==> config.mk <==
export PLATFORM = sky130hd
export DESIGN_NAME = msic_top
export DESIGN_NICKNAME = d
export VERILOG_FILES = /design/src/logic/msic_pkg.sv /design/src/logic/msic_top.sv /design/src/logic/msic_quad.sv /design/src/logic/msic_debounce.sv
export SDC_FILE = /design/constraint.sdc
export NUM_CORES = 1
export LEC_CHECK = 0
export ABC_AREA = 1
export BUFFER_PORTS_ARGS = -buffer_cell sky130_fd_sc_hd__clkbuf_2
export CORE_ASPECT_RATIO = 0.6
export CORE_MARGIN = 10
export CORE_UTILIZATION = 55
export CTS_CLUSTER_DIAMETER = 80
export DETAILED_ROUTE_END_ITERATION = 16
export PLACE_DENSITY_LB_ADDON = 0.15
export SLEW_MARGIN = 20
export SYNTH_ARGS = -nofsm -noshare
export SYNTH_HDL_FRONTEND = slang
export SYNTH_SLANG_ARGS = --single-unit
==> constraint.sdc <==
create_clock -name CLK_SYS -period 9.6 [get_ports CLK_SYS]
set_input_delay 0.96 -clock CLK_SYS [delete_from_list [all_inputs] [get_ports CLK_SYS]]
set_output_delay 0.96 -clock CLK_SYS [all_outputs]
set_load 0.03 [all_outputs]
==> src/logic/msic_pkg.sv <==
package msic_pkg;
  // timing
  localparam int unsigned SYS_CLK_MHZ        = 200;
  localparam int unsigned SCLK_HALF_NS       = 250;
  localparam int unsigned SCLK_HALF_CYC      = (SCLK_HALF_NS * SYS_CLK_MHZ + 999) / 1000;
  localparam int unsigned READ_ADDRESS_TURNAROUND_DELAY_NS  = 4000;
  localparam int unsigned READ_ADDRESS_TURNAROUND_DELAY_CYC =
    (READ_ADDRESS_TURNAROUND_DELAY_NS * SYS_CLK_MHZ + 999) / 1000;
  localparam int unsigned CS_HOLD_NS         = 1000;
  localparam int unsigned CS_HOLD_CYC        = (CS_HOLD_NS * SYS_CLK_MHZ + 999) / 1000;
  localparam int unsigned DEBOUNCE_MS        = 16;
  localparam int unsigned DEBOUNCE_CYC       = DEBOUNCE_MS * SYS_CLK_MHZ * 1000;
  localparam int unsigned POLL_US            = 1000;
  localparam int unsigned POLL_CYC           = POLL_US * SYS_CLK_MHZ;
  // transfer sizes
  localparam int unsigned FW_BYTES           = 1986;
  localparam int unsigned BURST_BYTES        = 7;
  localparam int unsigned FRAME_BYTES_DEF    = 900;
  localparam logic [7:0]  MOTION_BURST_ADDR_DEF = 8'h00;
  // register offsets
  localparam logic [7:0]  OFS_CTRL           = 8'h00;
  localparam logic [7:0]  OFS_CMD            = 8'h04;
  localparam logic [7:0]  OFS_STATUS         = 8'h08;
  localparam logic [7:0]  OFS_RDATA          = 8'h0C;
  localparam logic [7:0]  OFS_MOTION_X       = 8'h10;
  localparam logic [7:0]  OFS_MOTION_Y       = 8'h14;
  localparam logic [7:0]  OFS_WHEEL          = 8'h18;
  localparam logic [7:0]  OFS_BUTTONS        = 8'h1C;
  localparam logic [7:0]  OFS_BURST_INFO     = 8'h20;
  localparam logic [7:0]  OFS_MAX_PIXEL      = 8'h24;
  localparam logic [7:0]  OFS_FW_DATA        = 8'h28;
  localparam logic [7:0]  OFS_FRAME_DATA     = 8'h2C;
  localparam logic [7:0]  OFS_GPIO           = 8'h30;
  // fields
  localparam int unsigned CTRL_PD_N_BIT      = 0;
  localparam int unsigned CTRL_SRST_BIT      = 1;
  localparam int unsigned CTRL_POLL_BIT      = 2;
  localparam int unsigned CTRL_CLK12_BIT     = 3;
  localparam int unsigned CMD_ADDR_LSB       = 0;
  localparam int unsigned CMD_DATA_LSB       = 8;
  localparam int unsigned CMD_OP_LSB         = 16;
  localparam int unsigned GPIO_CLK_BIT       = 0;
  localparam int unsigned GPIO_MOSI_BIT      = 1;
  localparam int unsigned GPIO_OE_BIT        = 2;
  // reset values
  localparam logic [3:0]  CTRL_RST           = 4'h1;
  localparam logic [2:0]  GPIO_RST           = 3'h0;
  // operations
  localparam logic [2:0]  OP_WRITE           = 3'h0;
  localparam logic [2:0]  OP_READ            = 3'h1;
  localparam logic [2:0]  OP_MOTION          = 3'h2;
  localparam logic [2:0]  OP_FW              = 3'h3;
  localparam logic [2:0]  OP_FRAME           = 3'h4;

  typedef enum logic [2:0] {ST_IDLE, ST_SHIFT, ST_TURN, ST_WAIT, ST_HOLD} msic_state_e;

  typedef struct packed {
    logic [7:0] status;
    logic [7:0] dx;
    logic [7:0] dy;
    logic [7:0] surface_quality;
    logic [7:0] shut_hi;
    logic [7:0] shut_lo;
    logic [7:0] maxpix;
  } msic_motion_s;
endpackage

==> src/logic/msic_top.sv <==
// Behaviour
// - no link activity in sensor powerdown or reset
// - controller is always master, makes clock
// - select enables link, pins switch function
// - writes: controller drives clock and mosi
// - reads: address, turnaround wait, sensor answers
// - shift mosi out, capture miso, bytewise
// - poll motion deltas at regular interval
// - burst: continuous clocking, single address phase; firmware and frame bursts pause the clock high between bytes
// - firmware download streams image in burst
// - every single-bit quadrature change counts one step; a two-bit jump counts none
// - direction from previous versus current state
// - buttons active low, pulled up
// - buttons debounced for about 16 ms
// - three buttons: left, wheel, right
// - core clock selects 6 or 12 MHz
// - firmware download required after reset
`timescale 1ns/1ps
module msic_top
  import msic_pkg::*;
#(
  parameter int unsigned DEBOUNCE_CYCLES   = DEBOUNCE_CYC,
  parameter int unsigned POLL_CYCLES       = POLL_CYC,
  parameter int unsigned FRAME_BYTES       = FRAME_BYTES_DEF,
  parameter logic [7:0]  MOTION_BURST_ADDR = MOTION_BURST_ADDR_DEF
)(
  // system
  input  wire logic        CLK_SYS,
  input  wire logic        RESET_N,
  // apb slave
  input  wire logic        PSEL,
  input  wire logic        PENABLE,
  input  wire logic        PWRITE,
  input  wire logic [7:0]  PADDR,
  input  wire logic [31:0] PWDATA,
  output logic      [31:0] PRDATA,
  output logic             PREADY,
  output logic             PSLVERR,
  // sensor link
  output logic             LINK_SELECT_N,
  output logic             CLOCK_PIN,
  output logic             CLOCK_PIN_OE,
  output logic             MOSI_PIN,
  output logic             MOSI_PIN_OE,
  input  wire logic        MISO_PIN,
  output logic             SENSOR_POWERDOWN_N,
  output logic             SENSOR_RESET,
  output logic             CORE_CLK_12M,
  // wheel and buttons
  input  wire logic [1:0]  WHEEL_QUAD,
  input  wire logic [2:0]  BUTTON_N
);
  msic_state_e  state_q;
  msic_motion_s mb_q;
  logic [3:0]  ctrl_q;
  logic [2:0]  gpio_q;
  logic [2:0]  op_q;
  logic        addr_ph_q;
  logic [7:0]  sh_q;
  logic [7:0]  wdata_q;
  logic [2:0]  bit_q;
  logic        sclk_q;
  logic        mosi_q;
  logic        cs_q;
  logic [15:0] tmr_q;
  logic [15:0] cnt_q;
  logic [7:0]  rdata_q;
  logic [7:0]  fw_byte_q;
  logic        fw_full_q;
  logic [7:0]  frm_byte_q;
  logic        frm_full_q;
  logic        fw_loaded_q;
  logic [31:0] poll_q;
  logic        poll_pend_q;
  logic signed [15:0] acc_x_q;
  logic signed [15:0] acc_y_q;
  logic signed [7:0]  acc_w_q;
  logic        miso_s1_q;
  logic        miso_s2_q;
  logic [31:0] prdata_q;
  logic        pready_q;
  logic        pslverr_q;
  logic        sel_n_q;
  logic        clk_pin_q;
  logic        clk_oe_q;
  logic        mosi_pin_q;
  logic        mosi_oe_q;
  logic [31:0] rd_mux;
  logic [2:0]  btn_pressed;
  logic        wheel_inc;
  logic        wheel_dec;

  function automatic logic [15:0] sext8(input logic [7:0] b);
    sext8 = {{8{b[7]}}, b};
  endfunction

  // bus decode
  wire acc_ph   = PSEL && PENABLE;
  wire is_fwd   = (PADDR == OFS_FW_DATA);
  wire is_frm   = (PADDR == OFS_FRAME_DATA);
  wire frm_run  = (state_q != ST_IDLE) && (op_q == OP_FRAME);
  // back-pressure: firmware slot full, or frame byte not yet there
  wire can_go   = !(is_fwd && PWRITE && fw_full_q) &&
                  !(is_frm && !PWRITE && frm_run && !frm_full_q);
  wire take     = acc_ph && !pready_q && can_go;
  wire wr_take  = take && PWRITE;
  wire rd_take  = take && !PWRITE;
  wire mapped   = (PADDR[1:0] == 2'h0) && (PADDR <= OFS_GPIO);
  wire wr_ctrl  = wr_take && (PADDR == OFS_CTRL);
  wire wr_cmd   = wr_take && (PADDR == OFS_CMD);
  wire wr_gpio  = wr_take && (PADDR == OFS_GPIO);
  wire wr_fw    = wr_take && is_fwd;
  wire rd_frm   = rd_take && is_frm;
  wire rd_x     = rd_take && (PADDR == OFS_MOTION_X);
  wire rd_y     = rd_take && (PADDR == OFS_MOTION_Y);
  wire rd_w     = rd_take && (PADDR == OFS_WHEEL);

  // engine decode
  wire link_ok  = ctrl_q[CTRL_PD_N_BIT] && !ctrl_q[CTRL_SRST_BIT];
  wire idle     = (state_q == ST_IDLE);
  wire [2:0] cmd_op = PWDATA[CMD_OP_LSB +: 3];
  wire cmd_go   = wr_cmd && idle && link_ok && (cmd_op <= OP_FRAME);
  // polling waits for the sensor program to be loaded
  wire poll_go  = poll_pend_q && ctrl_q[CTRL_POLL_BIT] && fw_loaded_q &&
                  idle && link_ok && !cmd_go;
  wire poll_hit = (poll_q == POLL_CYCLES - 1);
  wire tick     = (tmr_q == 16'h0000);
  wire rise     = (state_q == ST_SHIFT) && tick && !sclk_q;
  wire byte_end = rise && (bit_q == 3'h7);
  wire [7:0] rx = {sh_q[6:0], miso_s2_q};
  wire is_tx    = addr_ph_q || (op_q == OP_WRITE) || (op_q == OP_FW);
  wire mb_add_x = byte_end && !addr_ph_q && (op_q == OP_MOTION) && (cnt_q == 16'h0001);
  wire mb_add_y = byte_end && !addr_ph_q && (op_q == OP_MOTION) && (cnt_q == 16'h0002);
  wire last_mb  = (cnt_q == 16'(BURST_BYTES - 1));
  wire last_fw  = (cnt_q == 16'(FW_BYTES - 1));
  wire last_frm = (cnt_q == 16'(FRAME_BYTES - 1));
  // closing byte of any operation arms the select hold
  wire last_any = (op_q == OP_WRITE) || (op_q == OP_READ) ||
                  (op_q == OP_MOTION && last_mb) || (op_q == OP_FW && last_fw) ||
                  (op_q == OP_FRAME && last_frm);

  // accumulators: a read clears, a coinciding delta survives
  wire signed [15:0] acc_x_d = (rd_x ? 16'sh0000 : acc_x_q) +
                               (mb_add_x ? $signed(sext8(rx)) : 16'sh0000);
  wire signed [15:0] acc_y_d = (rd_y ? 16'sh0000 : acc_y_q) +
                               (mb_add_y ? $signed(sext8(rx)) : 16'sh0000);
  wire signed [7:0]  acc_w_b = rd_w ? 8'sh00 : acc_w_q;
  wire signed [7:0]  acc_w_d = acc_w_b + (wheel_inc ? 8'sh01 : 8'sh00) -
                               (wheel_dec ? 8'sh01 : 8'sh00);

  always_comb begin
    rd_mux = 32'h0000_0000;
    case (PADDR)
      OFS_CTRL:       rd_mux = {28'h0000000, ctrl_q};
      OFS_STATUS:     rd_mux = {26'h0000000, miso_s2_q, link_ok, fw_full_q,
                                frm_full_q, fw_loaded_q, !idle};
      OFS_RDATA:      rd_mux = {24'h000000, rdata_q};
      OFS_MOTION_X:   rd_mux = {{16{acc_x_q[15]}}, acc_x_q};
      OFS_MOTION_Y:   rd_mux = {{16{acc_y_q[15]}}, acc_y_q};
      OFS_WHEEL:      rd_mux = {{24{acc_w_q[7]}}, acc_w_q};
      OFS_BUTTONS:    rd_mux = {29'h00000000, btn_pressed};
      OFS_BURST_INFO: rd_mux = {mb_q.shut_hi, mb_q.shut_lo, mb_q.surface_quality,
                                mb_q.status};
      OFS_MAX_PIXEL:  rd_mux = {24'h000000, mb_q.maxpix};
      OFS_FRAME_DATA: rd_mux = {24'h000000, frm_byte_q};
      OFS_GPIO:       rd_mux = {29'h00000000, gpio_q};
      default:        rd_mux = 32'h0000_0000;
    endcase
  end

  // apb slave, answer one cycle into the access phase unless stalled
  always_ff @(posedge CLK_SYS) begin
    if (!RESET_N) begin
      pready_q  <= 1'b0;
      pslverr_q <= 1'b0;
      prdata_q  <= 32'h0000_0000;
      ctrl_q    <= CTRL_RST;
      gpio_q    <= GPIO_RST;
    end else begin
      pready_q  <= take;
      pslverr_q <= take && !mapped;
      if (rd_take) begin
        prdata_q <= rd_mux;
      end
      if (wr_ctrl) begin
        ctrl_q <= PWDATA[3:0];
      end
      if (wr_gpio) begin
        gpio_q <= PWDATA[2:0];
      end
    end
  end

  // motion poll timer
  always_ff @(posedge CLK_SYS) begin
    if (!RESET_N) begin
      poll_q      <= 32'h0000_0000;
      poll_pend_q <= 1'b0;
      acc_x_q     <= 16'sh0000;
      acc_y_q     <= 16'sh0000;
      acc_w_q     <= 8'sh00;
    end else begin
      poll_q      <= poll_hit ? 32'h0000_0000 : poll_q + 32'h0000_0001;
      poll_pend_q <= poll_hit || (poll_pend_q && !poll_go);
      acc_x_q     <= acc_x_d;
      acc_y_q     <= acc_y_d;
      acc_w_q     <= acc_w_d;
    end
  end

  // serial engine, clock idles high, data out on fall, sampled on rise
  always_ff @(posedge CLK_SYS) begin
    if (!RESET_N) begin
      state_q     <= ST_IDLE;
      op_q        <= OP_WRITE;
      addr_ph_q   <= 1'b0;
      sh_q        <= 8'h00;
      wdata_q     <= 8'h00;
      bit_q       <= 3'h0;
      sclk_q      <= 1'b1;
      mosi_q      <= 1'b0;
      cs_q        <= 1'b0;
      tmr_q       <= 16'h0000;
      cnt_q       <= 16'h0000;
      rdata_q     <= 8'h00;
      mb_q        <= '0;
      fw_byte_q   <= 8'h00;
      fw_full_q   <= 1'b0;
      frm_byte_q  <= 8'h00;
      frm_full_q  <= 1'b0;
      fw_loaded_q <= 1'b0;
    end else begin
      if (rd_frm) begin
        frm_full_q <= 1'b0;
      end
      if (wr_fw) begin
        fw_byte_q <= PWDATA[7:0];
        fw_full_q <= 1'b1;
      end else if (idle) begin
        fw_full_q <= 1'b0;
      end
      if (!link_ok) begin
        state_q <= ST_IDLE;
        cs_q    <= 1'b0;
        sclk_q  <= 1'b1;
      end else begin
        case (state_q)
          ST_IDLE: begin
            if (cmd_go || poll_go) begin
              op_q      <= cmd_go ? cmd_op : OP_MOTION;
              sh_q      <= cmd_go ? PWDATA[CMD_ADDR_LSB +: 8] : MOTION_BURST_ADDR;
              wdata_q   <= PWDATA[CMD_DATA_LSB +: 8];
              addr_ph_q <= 1'b1;
              bit_q     <= 3'h0;
              cnt_q     <= 16'h0000;
              cs_q      <= 1'b1;
              tmr_q     <= 16'(SCLK_HALF_CYC - 1);
              state_q   <= ST_SHIFT;
              if (cmd_go && (cmd_op == OP_FW)) begin
                fw_loaded_q <= 1'b0;
              end
            end
          end
          ST_SHIFT: begin
            if (!tick) begin
              tmr_q <= tmr_q - 16'h0001;
            end else if (sclk_q) begin
              tmr_q  <= 16'(SCLK_HALF_CYC - 1);
              sclk_q <= 1'b0;
              mosi_q <= is_tx ? sh_q[7] : 1'b0;
            end else begin
              tmr_q  <= 16'(SCLK_HALF_CYC - 1);
              sclk_q <= 1'b1;
              sh_q   <= rx;
              bit_q  <= bit_q + 3'h1;
              if (byte_end && addr_ph_q) begin
                addr_ph_q <= 1'b0;
                if (op_q == OP_WRITE) begin
                  sh_q <= wdata_q;
                end else if (op_q == OP_FW) begin
                  state_q <= ST_WAIT;
                end else begin
                  tmr_q   <= 16'(READ_ADDRESS_TURNAROUND_DELAY_CYC - 1);
                  state_q <= ST_TURN;
                end
              end else if (byte_end) begin
                cnt_q <= cnt_q + 16'h0001;
                case (op_q)
                  OP_READ: begin
                    rdata_q <= rx;
                    state_q <= ST_HOLD;
                  end
                  OP_MOTION: begin
                    // sensor order: status, dx, dy, quality, shutter, max pixel
                    mb_q    <= {mb_q[47:0], rx};
                    state_q <= last_mb ? ST_HOLD : ST_SHIFT;
                  end
                  OP_FW: begin
                    fw_loaded_q <= last_fw;
                    state_q     <= last_fw ? ST_HOLD : ST_WAIT;
                  end
                  OP_FRAME: begin
                    frm_byte_q <= rx;
                    frm_full_q <= 1'b1;
                    state_q    <= last_frm ? ST_HOLD : ST_WAIT;
                  end
                  default: state_q <= ST_HOLD;
                endcase
                if (last_any) begin
                  tmr_q <= 16'(CS_HOLD_CYC - 1);
                end
              end
            end
          end
          ST_TURN: begin
            // mosi left alone: it must not move while the clock is high
            if (!tick) begin
              tmr_q <= tmr_q - 16'h0001;
            end else begin
              tmr_q   <= 16'(SCLK_HALF_CYC - 1);
              state_q <= ST_SHIFT;
            end
          end
          ST_WAIT: begin
            // clock pauses high while software feeds or drains a byte
            if (op_q == OP_FW && fw_full_q && !wr_fw) begin
              sh_q      <= fw_byte_q;
              fw_full_q <= 1'b0;
              tmr_q     <= 16'(SCLK_HALF_CYC - 1);
              state_q   <= ST_SHIFT;
            end else if (op_q == OP_FRAME && !frm_full_q) begin
              tmr_q   <= 16'(SCLK_HALF_CYC - 1);
              state_q <= ST_SHIFT;
            end else if (op_q != OP_FW && op_q != OP_FRAME) begin
              state_q <= ST_HOLD;
            end
          end
          ST_HOLD: begin
            if (!tick) begin
              tmr_q <= tmr_q - 16'h0001;
            end else begin
              cs_q    <= 1'b0;
              state_q <= ST_IDLE;
            end
          end
          default: state_q <= ST_IDLE;
        endcase
      end
    end
  end

  // pins: registered, serial function only while select is active
  always_ff @(posedge CLK_SYS) begin
    if (!RESET_N) begin
      miso_s1_q  <= 1'b0;
      miso_s2_q  <= 1'b0;
      sel_n_q    <= 1'b1;
      clk_pin_q  <= 1'b0;
      clk_oe_q   <= 1'b0;
      mosi_pin_q <= 1'b0;
      mosi_oe_q  <= 1'b0;
    end else begin
      miso_s1_q  <= MISO_PIN;
      miso_s2_q  <= miso_s1_q;
      sel_n_q    <= !cs_q;
      clk_pin_q  <= cs_q ? sclk_q : gpio_q[GPIO_CLK_BIT];
      clk_oe_q   <= cs_q || gpio_q[GPIO_OE_BIT];
      mosi_pin_q <= cs_q ? mosi_q : gpio_q[GPIO_MOSI_BIT];
      mosi_oe_q  <= cs_q || gpio_q[GPIO_OE_BIT];
    end
  end

  msic_quad u_quad (
    .clk   (CLK_SYS),
    .rst_n (RESET_N),
    .quad  (WHEEL_QUAD),
    .inc   (wheel_inc),
    .dec   (wheel_dec)
  );

  // left, wheel, right
  msic_debounce #(
    .WIDTH  (3),
    .CYCLES (DEBOUNCE_CYCLES)
  ) u_btn (
    .clk     (CLK_SYS),
    .rst_n   (RESET_N),
    .raw_n   (BUTTON_N),
    .pressed (btn_pressed)
  );

  assign PRDATA             = prdata_q;
  assign PREADY             = pready_q;
  assign PSLVERR            = pslverr_q;
  assign LINK_SELECT_N      = sel_n_q;
  assign CLOCK_PIN          = clk_pin_q;
  assign CLOCK_PIN_OE       = clk_oe_q;
  assign MOSI_PIN           = mosi_pin_q;
  assign MOSI_PIN_OE        = mosi_oe_q;
  assign SENSOR_POWERDOWN_N = ctrl_q[CTRL_PD_N_BIT];
  assign SENSOR_RESET       = ctrl_q[CTRL_SRST_BIT];
  assign CORE_CLK_12M       = ctrl_q[CTRL_CLK12_BIT];
endmodule

==> src/logic/msic_quad.sv <==
`timescale 1ns/1ps
module msic_quad (
  // clock and reset
  input  wire logic       clk,
  input  wire logic       rst_n,
  // quadrature pins and step pulses
  input  wire logic [1:0] quad,
  output logic            inc,
  output logic            dec
);
  logic [1:0] s1_q;
  logic [1:0] s2_q;
  logic [1:0] prev_q;
  logic       inc_q;
  logic       dec_q;

  // forward gray walk 00-01-11-10-00
  function automatic logic fwd(input logic [1:0] p, input logic [1:0] c);
    fwd = ({p, c} == 4'h1) || ({p, c} == 4'h7) || ({p, c} == 4'hE) || ({p, c} == 4'h8);
  endfunction

  wire       moved  = (prev_q != s2_q);
  wire       jump   = ((prev_q ^ s2_q) == 2'h3);
  wire       dir_up = fwd(prev_q, s2_q);

  always_ff @(posedge clk) begin
    if (!rst_n) begin
      s1_q   <= 2'h0;
      s2_q   <= 2'h0;
      prev_q <= 2'h0;
      inc_q  <= 1'b0;
      dec_q  <= 1'b0;
    end else begin
      s1_q   <= quad;
      s2_q   <= s1_q;
      prev_q <= s2_q;
      inc_q  <= moved && !jump && dir_up;
      dec_q  <= moved && !jump && !dir_up;
    end
  end

  assign inc = inc_q;
  assign dec = dec_q;
endmodule

==> src/logic/msic_debounce.sv <==
`timescale 1ns/1ps
module msic_debounce #(
  parameter int unsigned WIDTH  = 3,
  parameter int unsigned CYCLES = 16
)(
  // clock and reset
  input  wire logic             clk,
  input  wire logic             rst_n,
  // raw active-low switches and filtered pressed levels
  input  wire logic [WIDTH-1:0] raw_n,
  output logic      [WIDTH-1:0] pressed
);
  localparam int unsigned CW = $clog2(CYCLES + 1);

  genvar g;
  generate
    for (g = 0; g < WIDTH; g++) begin : gen_btn
      logic          s1_q;
      logic          s2_q;
      logic          stable_q;
      logic [CW-1:0] cnt_q;
      wire           differ = (s2_q != stable_q);
      wire           ripe   = (cnt_q == CW'(CYCLES - 1));
      always_ff @(posedge clk) begin
        if (!rst_n) begin
          s1_q     <= 1'b1;
          s2_q     <= 1'b1;
          stable_q <= 1'b1;
          cnt_q    <= '0;
        end else begin
          s1_q <= raw_n[g];
          s2_q <= s1_q;
          if (!differ) begin
            cnt_q <= '0;
          end else if (ripe) begin
            stable_q <= s2_q;
            cnt_q    <= '0;
          end else begin
            cnt_q <= cnt_q + CW'(1);
          end
        end
      end
      // low level means pressed
      assign pressed[g] = !stable_q;
    end
  endgenerate
endmodule

==> results of run 1 <==
[per-layer routing]
layer / vias up / wire length (um) / global-route usage, %
met5: - / 0 / 0
met4: 0 / 756 / 4.800
met3: 56 / 4370 / 5.078
met2: 538 / 18720 / 33.56
met1: 7341 / 22660 / 33.15
li1: 8161 / - / -
[where the power goes]
group | total [uW] | internal (uW) | switching, uW | leakage [uW]
registers | 1500 | 1470 | 31.0 | 0.00280
logic | 300 | 92.8 | 207 | 0.00460
clock network | 1330 | 751 | 584 | 0.000536
[sequential cells by signal, summed over array words and instances, names as in the netlist, 16 cells and up]
signal,cells
PRDATA,32
mb_q,56
tmr_q,16
u_btn.gen_btn.cnt_q,66
cnt_q,16
poll_q,32
acc_y_q,16
acc_x_q,16
[stage by stage]
step                      area, sq um  instances  setup WS [ns]
after floorplan                 17360       2459          5.697
after global placement          18010       2885          4.756
after detailed placement        18010       2885          4.654
after CTS                       19090       2943          5.204
after global routing            19100       2943          4.746
final                           19100       2943          5.129
[final timing paths]
path                          from                     to  depth (start not counted)
max reg2reg             state_q[1]            acc_x_q[14]                         22
min reg2reg  u_btn.gen_btn[2].s1_q  u_btn.gen_btn[2].s2_q                          1
min          u_btn.gen_btn[2].s1_q  u_btn.gen_btn[2].s2_q                          1
max                     state_q[1]            acc_x_q[14]                         22
[placed cells by master (no fill, tap or decap), drive strengths merged, types with 2 or more instances in the layout]
master / instances
dfxtp: 347
a221oi: 12
xnor2: 16
o211ai: 11
o31ai: 6
nand3b: 6
nor3b: 22
a211oi: 67
nor2: 352
nand4: 47
inv: 379
nand2: 436
nand3: 92
o21a: 5
fa: 3
buf: 7
xor2: 31
nor3: 79
o21ai: 141
nor4: 19
a21oi: 200
o21bai: 2
clkinv: 10
and3: 4
o22ai: 12
a31oi: 11
o32ai: 8
bufinv: 2
or2: 14
ha: 42
and2: 5
o2111ai: 9
clkbuf: 123
[cells by family (layout without fill, tap and decap cells)]
logic type                 after synthesis  after routing  share of synthesized area [%]
and+or+nand+nor                       1076           1076                          27.78
buffers and inverters                  453            521                          10.03
AOI/OAI and AO/OA                      491            491                          16.43
DFF                                    347            347                          40.02
adders and majority gates               45             45                          3.374
xor gates and xnor gates                47             47                          2.372
[layout make-up]
type                       instances  area (sq um)
clock inverter                    13         133.9
clock buffer                      45         943.4
sequential                       347          6947
timing repair buffer              85         440.4
fill                            2930         12060
tap                              416         520.5
multi-input combinational       1659          8690
inverter                         378          1421
==> flow_summary.json, run 1 <==
{
  "p_leak_uw": 0.007933,
  "crit_type": "reg2reg",
  "holdBufCountCts": 0,
  "routed-via-count": 16100,
  "antenna_cells": 0,
  "post-synth-top-count-cell": "sky130_fd_sc_hd__nand2_1",
  "die_h_um": 157.6,
  "grt_remaining_overflow": 0,
  "grt_start_max_net_pins": 113,
  "first_global_vias": 14510,
  "die_w_um": 249.3,
  "max_freq_ghz": 0.2237,
  "finalSetupTns_ns": 0,
  "maximum_level_of_the_cts_h_tree": 2,
  "design.portCount": 93,
  "fin_util_pct": 61.29,
  "setup-violations-final": 0,
  "timing.critical_path.cells": "nor2_1, nand2_1, inv_2, nand3_2, nor2_1, nand4_1, nor2_2, inv_1, nor2_1, ha_1, fa_1, nand3_1, and2_1, o21ai_0, and2_1, nand2_1, nor3_1, nand2_1, nand3_1, nand2_1, nand2_1, nor2_1",
  "fin_hold_ws_ns": 0.4169,
  "initial_utilization_pct": 55.71,
  "layout.nets": 2602,
  "critical-path-max-stage-delay_ns": 0.46,
  "worst-slew-pin-transition_ns": 1.212,
  "cts-resized-gates": 0,
  "drive_gt1_share_pct": 8.469,
  "grtUsageTotal_pct": 22.75,
  "timing.max_slew.rel_slack_pct": 18.46,
  "hold_viol": 0,
  "crit_buf_inv": 2,
  "start_kind": "register",
  "dr.first_iter.drc_count": 1750,
  "finalCriticalPeriod_ns": 4.471,
  "worst_setup_hold_path_clk_slew_ns": 0.07,
  "cts_buffer_count": 35,
  "routed_wirelength_mm": 46.51,
  "grt_pass1_wl_mm": 74.62,
  "area_growth_syn_to_layout_pct": 10.02,
  "grt_setup_unrepaired": "no",
  "run_status": "complete, no violations",
  "postSynthNetCount": 2555,
  "synth_seq_area_share_pct": 40.02,
  "number_of_antenna_violations_at_the_first_check_in_global_routing": 0,
  "rows": 50,
  "synth_top_cells_by_count": "sky130_fd_sc_hd__nand2_1 (425), sky130_fd_sc_hd__inv_1 (367), sky130_fd_sc_hd__dfxtp_1 (347)",
  "synthArstFlopShare_pct": 0,
  "area_share_of_the_leading_cell_type_in_the_synthesized_netlist_pct": 40.02,
  "arrival_time_at_the_worst_endpoint_ns": 4.89,
  "fin_worst_skew_ns": 0.01811,
  "area_leader_netlist": "sky130_fd_sc_hd__dfxtp_1",
  "synth_top_cells_by_area": "sky130_fd_sc_hd__dfxtp_1 (40%), sky130_fd_sc_hd__nand2_1 (9.2%), sky130_fd_sc_hd__inv_1 (7.9%)",
  "timing.reg2reg.setup_slack_ns": 5.13,
  "drt-wirelength-per-cell_um": 15.80,
  "placement.io_buffers": 79,
  "timing.critical_path.to_type": "register",
  "routed_via_density": 5.469,
  "cts_tree": "yes",
  "syn_inst": 2459,
  "timing.critical_path.required_ns": 10.02,
  "critical-path-slowest-cell": "sky130_fd_sc_hd__inv_2",
  "clk_latency_ns": 0.53,
  "critical-path-top-delay-family": "simple AND/OR/NAND/NOR gates",
  "postSynth.topFlopCell": "sky130_fd_sc_hd__dfxtp_1",
  "power.density_cell_area_mw_per_mm2": 164.1,
  "power.ir.vdd_worst_uv": 138.9,
  "post-route-period-util_pct": 46.57,
  "place_congestion": 0.9365,
  "drv.max_cap_violation_count": 0,
  "cts.root.buffer_cell": "sky130_fd_sc_hd__clkbuf_16",
  "synth.ff_latch_count": 347,
  "final_max_slew_viol_count": 0,
  "core_area_sq_mm": 0.03115,
  "detailedRoute.firstPassIterationCount": 8,
  "drcViolationCount": 0,
  "post-layout-total-power_uw": 3134,
  "hpwl_dp_mm": 33.64,
  "clock_sink_count": 347,
  "cts-root-to-sink-buffers": 3,
  "ys_warn_count": 0,
  "worst_path_most_repeated_cell": "sky130_fd_sc_hd__nand2_1",
  "number_of_enable_flip_flop_cells_after_synthesis": 0,
  "worstHoldPathType": "reg2reg",
  "cts.repair_timing.setup_buffer_count": 0,
  "path_max_fanout": 23,
  "synth.distinct_cells": 54,
  "drt.antenna.violating_nets": 0,
  "die_area_sq_mm": 0.03930,
  "syn_area_per_cell_sq_um": 7.058,
  "synth.cell_area_sq_mm": 0.01736
}
No activity file was read; power rests on OpenSTA's default activity.
==> inputs of run 2 (changes only) <==
--- a/config.mk
+++ b/config.mk
@@ -5,7 +5,7 @@
 export SDC_FILE = /design/constraint.sdc
 export NUM_CORES = 1
 export LEC_CHECK = 0
-export ABC_AREA = 1
+export ABC_AREA = 0
 export BUFFER_PORTS_ARGS = -buffer_cell sky130_fd_sc_hd__clkbuf_2
 export CORE_ASPECT_RATIO = 0.6
 export CORE_MARGIN = 10
==> constraint.sdc (replaced) <==
create_clock -name CLK_SYS -period 4.6 [get_ports CLK_SYS]
set_input_delay 0.46 -clock CLK_SYS [delete_from_list [all_inputs] [get_ports CLK_SYS]]
set_output_delay 0.46 -clock CLK_SYS [all_outputs]
set_load 0.03 [all_outputs]
==> flow_summary.json, run 2 <==
{
  "run_status": "complete, no violations",
  "arrival_time_at_the_worst_endpoint_ns": 4.66,
  "fin_worst_skew_ns": 0.03613,
  "drive_gt1_share_pct": 9.579,
  "share_of_total_power_in_combinational_logic_pct": 6.7,
  "synth.cell_area_sq_mm": 0.01630,
  "synth_seq_area_share_pct": 42.63,
  "global_route.usage.met2_pct": 30.44,
  "drv.max_cap_violation_count": 0,
  "drt.antenna.violating_nets": 0,
  "share_seq_of_total_power_pct": 48.1,
  "synthArstFlopShare_pct": 0,
  "synth.distinct_cells": 75,
  "cts.root.buffer_cell": "sky130_fd_sc_hd__clkbuf_16",
  "area_share_of_the_leading_cell_type_in_the_synthesized_netlist_pct": 42.63,
  "clock_sink_count": 347,
  "hold_viol": 0,
  "crit_type": "reg2reg",
  "postSynthNetCount": 2080,
  "p_leak_uw": 0.006954,
  "rows": 48,
  "grtUsageTotal_pct": 23.40,
  "die_w_um": 242.2,
  "worst_setup_hold_path_clk_slew_ns": 0.06,
  "start_kind": "register",
  "flip_flop_count_of_the_largest_register_after_layout": 66,
  "power.share.switching_pct": 24.40,
  "syn_area_per_cell_sq_um": 8.214,
  "routed_via_density": 5.826,
  "worstHoldPathType": "in2reg",
  "power.ir.vdd_worst_uv": 265.4,
  "finalSetupTns_ns": 0,
  "pre_cts_ws_ns": 0.3610,
  "routed_wirelength_mm": 45.35,
  "drt-wirelength-per-cell_um": 18.38,
  "post-route-worst-setup-slack_ns": 0.3717,
  "timing.critical_path.to_type": "register",
  "top_usage_layer": "met1",
  "number_of_antenna_violations_at_the_first_check_in_global_routing": 0,
  "fillers": 2527,
  "die_h_um": 153.3,
  "detailedRoute.firstPassIterationCount": 5,
  "synth_top_cells_by_area": "sky130_fd_sc_hd__dfxtp_1 (43%), sky130_fd_sc_hd__nor2_1 (6.5%), sky130_fd_sc_hd__nand2_1 (6.0%)",
  "power.density_cell_area_mw_per_mm2": 353.6,
  "cell_internal_pwr_uw": 4895,
  "cts-root-to-sink-buffers": 3,
  "path_max_fanout": 7,
  "number_of_enable_flip_flop_cells_after_synthesis": 0,
  "worst_r2r_startpoint": "tmr_q[12]",
  "final_max_slew_viol_count": 0,
  "gr-usage-met3_pct": 8.093,
  "layout.cells.most_common": "sky130_fd_sc_hd__dfxtp_1",
  "startpoint": "tmr_q[12]",
  "area_growth_syn_to_layout_pct": 12.37,
  "cts_buffer_count": 34,
  "largest-register": "u_btn.gen_btn.cnt_q",
  "dr.first_iter.drc_count": 1568,
  "core_area_sq_mm": 0.02895,
  "synth_top_cells_by_count": "sky130_fd_sc_hd__dfxtp_1 (347), sky130_fd_sc_hd__nor2_1 (281), sky130_fd_sc_hd__nand2_1 (260)",
  "hpwl_dp_mm": 32.83,
  "grt_start_max_net_pins": 156,
  "worst-slew-pin-transition_ns": 1.020,
  "postSynth.topFlopCell": "sky130_fd_sc_hd__dfxtp_1",
  "first_global_vias": 13140,
  "synth.ff_latch_count": 347,
  "area_leader_netlist": "sky130_fd_sc_hd__dfxtp_1",
  "placement.io_buffers": 79,
  "holdBufCountCts": 0,
  "max_freq_ghz": 0.2365,
  "ys_warn_count": 0,
  "grt_remaining_overflow": 0,
  "layout.nets": 2141,
  "layout.cells.most_common_list": "sky130_fd_sc_hd__dfxtp_1 (347), sky130_fd_sc_hd__nor2_1 (280), sky130_fd_sc_hd__nand2_1 (259), sky130_fd_sc_hd__a21oi_1 (158), sky130_fd_sc_hd__clkbuf_2 (79)",
  "grt_pass1_wl_mm": 71.70,
  "place_congestion": 0.9433,
  "design.portCount": 93,
  "setup-violations-final": 0,
  "top_regs": "u_btn.gen_btn.cnt_q: 66 flops, mb_q: 56 flops",
  "finalCriticalPeriod_ns": 4.228,
  "timing.critical_path.required_ns": 5.03,
  "min_from": "MISO_PIN",
  "antenna_cells": 0,
  "die_area_sq_mm": 0.03714,
  "clk_latency_ns": 0.56,
  "grt_setup_unrepaired": "no",
  "post-route-period-util_pct": 91.92,
  "syn_inst": 1984,
  "met1_usage_pct": 35.65,
  "routed-via-count": 14370,
  "initial_utilization_pct": 56.29,
  "timing.max_slew.rel_slack_pct": 31.98,
  "clockPowerShare_pct": 45.2,
  "switching_power_uw": 1580,
  "maximum_level_of_the_cts_h_tree": 2,
  "post-synth-top-count-cell": "sky130_fd_sc_hd__dfxtp_1",
  "cts_tree": "yes",
  "drcViolationCount": 0
}
[run 2: cell count changes in the layout (fill, tap and decap cells not counted), sizes merged, moves of 29 or more]
cell    previous run  this run
o21ai            141        73
xnor2             16        58
nor3              79        50
inv              379        40
nand2            436       260
and2               5        64
nor2             352       282
a211oi            67        11
and3               4        39
mux2i              0        40
xor2              31        78
a21oi            200       159
[run 2: final timing paths]
check | end | depth (start not counted) | slack [ns]
max | acc_x_q[15] | 15 | 0.37
min | miso_s1_q | 2 | 0.10
max reg2reg | acc_x_q[15] | 15 | 0.37
min reg2reg | miso_s2_q | 1 | 0.44
[run 2: what timing repair did]
action                                  in CTS  in global routing
endpoints found under the setup margin       0                  1
buffers inserted                             0                  0
gates resized for setup                      0                  1
[run 2: worst max-delay path, cell delays in order, from the launching register on]
cell,delay [ns]
sky130_fd_sc_hd__dfxtp_1,0.38
sky130_fd_sc_hd__nor4_1,0.44
sky130_fd_sc_hd__and4_1,0.30
sky130_fd_sc_hd__nand4_1,0.32
sky130_fd_sc_hd__nor2_1,0.44
sky130_fd_sc_hd__and2_1,0.23
sky130_fd_sc_hd__ha_1,0.24
sky130_fd_sc_hd__a21oi_1,0.24
sky130_fd_sc_hd__o2111ai_1,0.19
sky130_fd_sc_hd__o211ai_1,0.20
sky130_fd_sc_hd__a2bb2oi_1,0.21
sky130_fd_sc_hd__o211ai_1,0.14
sky130_fd_sc_hd__o31a_2,0.38
sky130_fd_sc_hd__a31oi_4,0.17
sky130_fd_sc_hd__xnor2_1,0.09
sky130_fd_sc_hd__and2_1,0.15
[run 2: stage by stage]
| stage | hold WS [ns] | cell area, sq um | utilization (%) | instances | power (uW) |
|---|---|---|---|---|---|
| after CTS | 0.09415 | 18300 | 63.23 | 2467 | 6512 |
| after global placement | 0.4015 | 17140 | 59.19 | 2409 | 3580 |
| final | 0.1036 | 18310 | 63.26 | 2467 | 6475 |
| after floorplan | 0.3863 | 16300 | - | 1984 | 3455 |
| after detailed placement | 0.4072 | 17140 | 59.22 | 2409 | 3602 |
| after global routing | 0.1172 | 18310 | 63.26 | 2467 | 6697 |
[run 2: final cells by class]
type                       instances  area [sq um]  area share [%]
multi-input combinational       1509          8871           48.45
sequential                       347          6947           37.94
clock buffer                      43         934.6           5.104
timing repair buffer             114         683.2           3.731
tap                              400         500.5           2.733
clock inverter                    15         226.5           1.237
inverter                          39         148.9          0.8131
[run 2: layer usage]
metal,part of all wire (%),vias up
met5,0,-
met4,1.4,0
met3,12,53
met2,38,583
met1,49,6726
li1,-,7011
[run 2: power groups by stage]
stage	combinational (uW)	sequential, uW	clock (uW)
3_3_place_gp	407	3170	0
3_5_place_dp	429	3170	0
4_1_cts	432	3110	2970
6_report	433	3110	2930
2_1_floorplan	282	3170	0
5_1_grt	490	3110	3090
[run 2: cell families after synthesis]
| group | synth area share, % |
|---|---|
| xor gates and xnor gates | 7.356 |
| and+or+nand+nor | 26.85 |
| DFF | 42.63 |
| adders and majority gates | 3.716 |
| AOI/OAI and AO/OA | 13.83 |
| muxes | 2.526 |
| buffers and inverters | 3.094 |
==> inputs of run 3 (changes only) <==
--- a/config.mk
+++ b/config.mk
@@ -13,6 +13,7 @@
 export CTS_CLUSTER_DIAMETER = 80
 export DETAILED_ROUTE_END_ITERATION = 16
 export PLACE_DENSITY_LB_ADDON = 0.15
+export RECOVER_POWER = 50
 export SLEW_MARGIN = 20
 export SYNTH_ARGS = -nofsm -noshare
 export SYNTH_HDL_FRONTEND = slang
==> flow_summary.json, run 3 (synthesis results as in run 2) <==
{
  "run_status": "complete, but fails checks",
  "failed_checks": "capacitance limit, slew limit",
  "worstRegToRegCells": 15,
  "largest-register": "u_btn.gen_btn.cnt_q",
  "layout.cells.most_common_list": "sky130_fd_sc_hd__dfxtp_1 (347), sky130_fd_sc_hd__nor2_1 (280), sky130_fd_sc_hd__nand2_1 (259), sky130_fd_sc_hd__a21oi_1 (158), sky130_fd_sc_hd__xor2_1 (77)",
  "clk_latency_ns": 0.56,
  "timing.reg2reg.setup_slack_ns": 0.35,
  "arrival_time_at_the_worst_endpoint_ns": 4.56,
  "cts_buffer_count": 34,
  "worst_setup_hold_path_clk_slew_ns": 0.07,
  "die_w_um": 242.2,
  "cts.root.buffer_cell": "sky130_fd_sc_hd__clkbuf_16",
  "top_usage_layer": "met1",
  "routed_wirelength_mm": 45.50,
  "critical_path.endpoint": "acc_x_q[13]",
  "power.ir.vdd_worst_uv": 265.7,
  "worstHoldPathType": "in2reg",
  "gr-usage-met3_pct": 8.093,
  "met1_usage_pct": 35.65,
  "rr_endpoint": "acc_x_q[13]",
  "cts_tree": "yes",
  "worst_r2r_startpoint": "tmr_q[12]",
  "post_layout_nonfiller_instances": 2467,
  "first_global_vias": 13140,
  "start_kind": "register",
  "top_regs": "u_btn.gen_btn.cnt_q: 66 flops, mb_q: 56 flops",
  "layout.nets": 2141,
  "fin_worst_skew_ns": 0.03506,
  "die_h_um": 153.3,
  "maximum_level_of_the_cts_h_tree": 2,
  "initial_utilization_pct": 56.29,
  "grt_start_max_net_pins": 156,
  "timing.critical_path.to_type": "register",
  "routed-via-count": 14420,
  "placement.io_buffers": 79,
  "startpoint": "tmr_q[12]",
  "power.density_cell_area_mw_per_mm2": 355.0,
  "core_area_sq_mm": 0.02895,
  "grt_setup_unrepaired": "no",
  "p_leak_uw": 0.006776,
  "global_route.usage.met2_pct": 30.44,
  "hpwl_dp_mm": 32.83,
  "design.portCount": 93,
  "rows": 48,
  "setup-violations-final": 0,
  "path_max_fanout": 7,
  "area_growth_syn_to_layout_pct": 11.80,
  "worst-slew-pin-transition_ns": 3.080,
  "finalSetupTns_ns": 0,
  "flip_flop_count_of_the_largest_register_after_layout": 66,
  "grt_remaining_overflow": 0,
  "post-layout-total-power_uw": 6467,
  "drcViolationCount": 0,
  "grtUsageTotal_pct": 23.40,
  "post-route-period-util_pct": 92.45,
  "place_congestion": 0.9433,
  "dr.first_iter.drc_count": 1561,
  "cts-root-to-sink-buffers": 3,
  "final_max_slew_viol_count": 238,
  "routed_via_density": 5.844,
  "fin_hold_ws_ns": 0.1037,
  "post-place-cells": 2409,
  "layout.cells.most_common": "sky130_fd_sc_hd__dfxtp_1",
  "max_freq_ghz": 0.2352,
  "timing.critical_path.required_ns": 4.91,
  "grt_pass1_wl_mm": 71.70,
  "min_from": "MISO_PIN",
  "hold_viol": 0,
  "drt.antenna.violating_nets": 0,
  "antenna_cells": 0,
  "drt-wirelength-per-cell_um": 18.44,
  "drv.max_cap_violation_count": 3,
  "fin_util_pct": 62.94,
  "drive_gt1_share_pct": 7.209,
  "crit_type": "reg2reg",
  "timing.max_slew.rel_slack_pct": -105.3,
  "die_area_sq_mm": 0.03714,
  "detailedRoute.firstPassIterationCount": 8,
  "finalCriticalPeriod_ns": 4.253,
  "number_of_antenna_violations_at_the_first_check_in_global_routing": 0,
  "clock_sink_count": 347
}
-- run 3: timing repair --
action                                  4_1_cts  5_1_grt
endpoints found under the hold margin         0        0
endpoints found under the setup margin        0        1
hold buffers                                  0        0
buffers inserted                              0        0
resized for setup                             0        1
-- run 3: metrics by stage --
stage               worst slack [ns]  area, sq um
finish                        0.3474        18220
CTS                           0.3466        18300
global placement              0.4569        17140
detailed placement            0.3610        17140
global route                 0.02930        18220
floorplan                     0.5933        16300
-- run 3: cell type report --
cell class	count	area, sq um
timing repair buffer	114	599.3
clock buffer	43	934.6
tap	400	500.5
multi-input combinational	1509	8864
clock inverter	15	226.5
fill	2557	10730
sequential	347	6947
inverter	39	147.6
-- run 3: layer usage --
| layer | wire length (um) | part of all wire, % | vias up |
|---|---|---|---|
| met2 | 17200 | 38 | 548 |
| li1 | - | - | 7013 |
| met4 | 689 | 1.5 | 0 |
| met3 | 4954 | 11 | 59 |
| met5 | 0 | 0 | - |
| met1 | 22660 | 50 | 6798 |
-- run 3: how the worst min path moves through the flow --
stage | end | slack (ns) | cells after the start
after floorplan | u_btn.gen_btn[0].s2_q | 0.39 | 1
after global placement | u_btn.gen_btn[1].s2_q | 0.40 | 1
after detailed placement | u_btn.gen_btn[1].s2_q | 0.41 | 1
after CTS | miso_s1_q | 0.09 | 2
after global routing | u_btn.gen_btn[0].s1_q | 0.12 | 2
final | miso_s1_q | 0.10 | 2
-- run 3: power by group --
group	internal (uW)	leakage (uW)	switching [uW]	total, uW
Clock	1680	0.000573	1240	2930
Combinational	151	0.00340	275	426
Sequential	3050	0.00280	58.0	3110
Total	4890	0.00678	1580	6470
-- run 3: worst max-delay path, stage by stage, from the launching register on --
cell	delay, ns
sky130_fd_sc_hd__dfxtp_1	0.38
sky130_fd_sc_hd__nor4_1	0.44
sky130_fd_sc_hd__and4_1	0.30
sky130_fd_sc_hd__nand4_1	0.31
sky130_fd_sc_hd__nor2_1	0.44
sky130_fd_sc_hd__and2_1	0.23
sky130_fd_sc_hd__ha_1	0.24
sky130_fd_sc_hd__a21oi_1	0.24
sky130_fd_sc_hd__o2111ai_1	0.19
sky130_fd_sc_hd__o211ai_1	0.20
sky130_fd_sc_hd__a2bb2oi_1	0.20
sky130_fd_sc_hd__o211ai_1	0.14
sky130_fd_sc_hd__o31a_2	0.38
sky130_fd_sc_hd__a21oi_2	0.16
sky130_fd_sc_hd__xnor2_1	0.13
sky130_fd_sc_hd__nor2_1	0.05
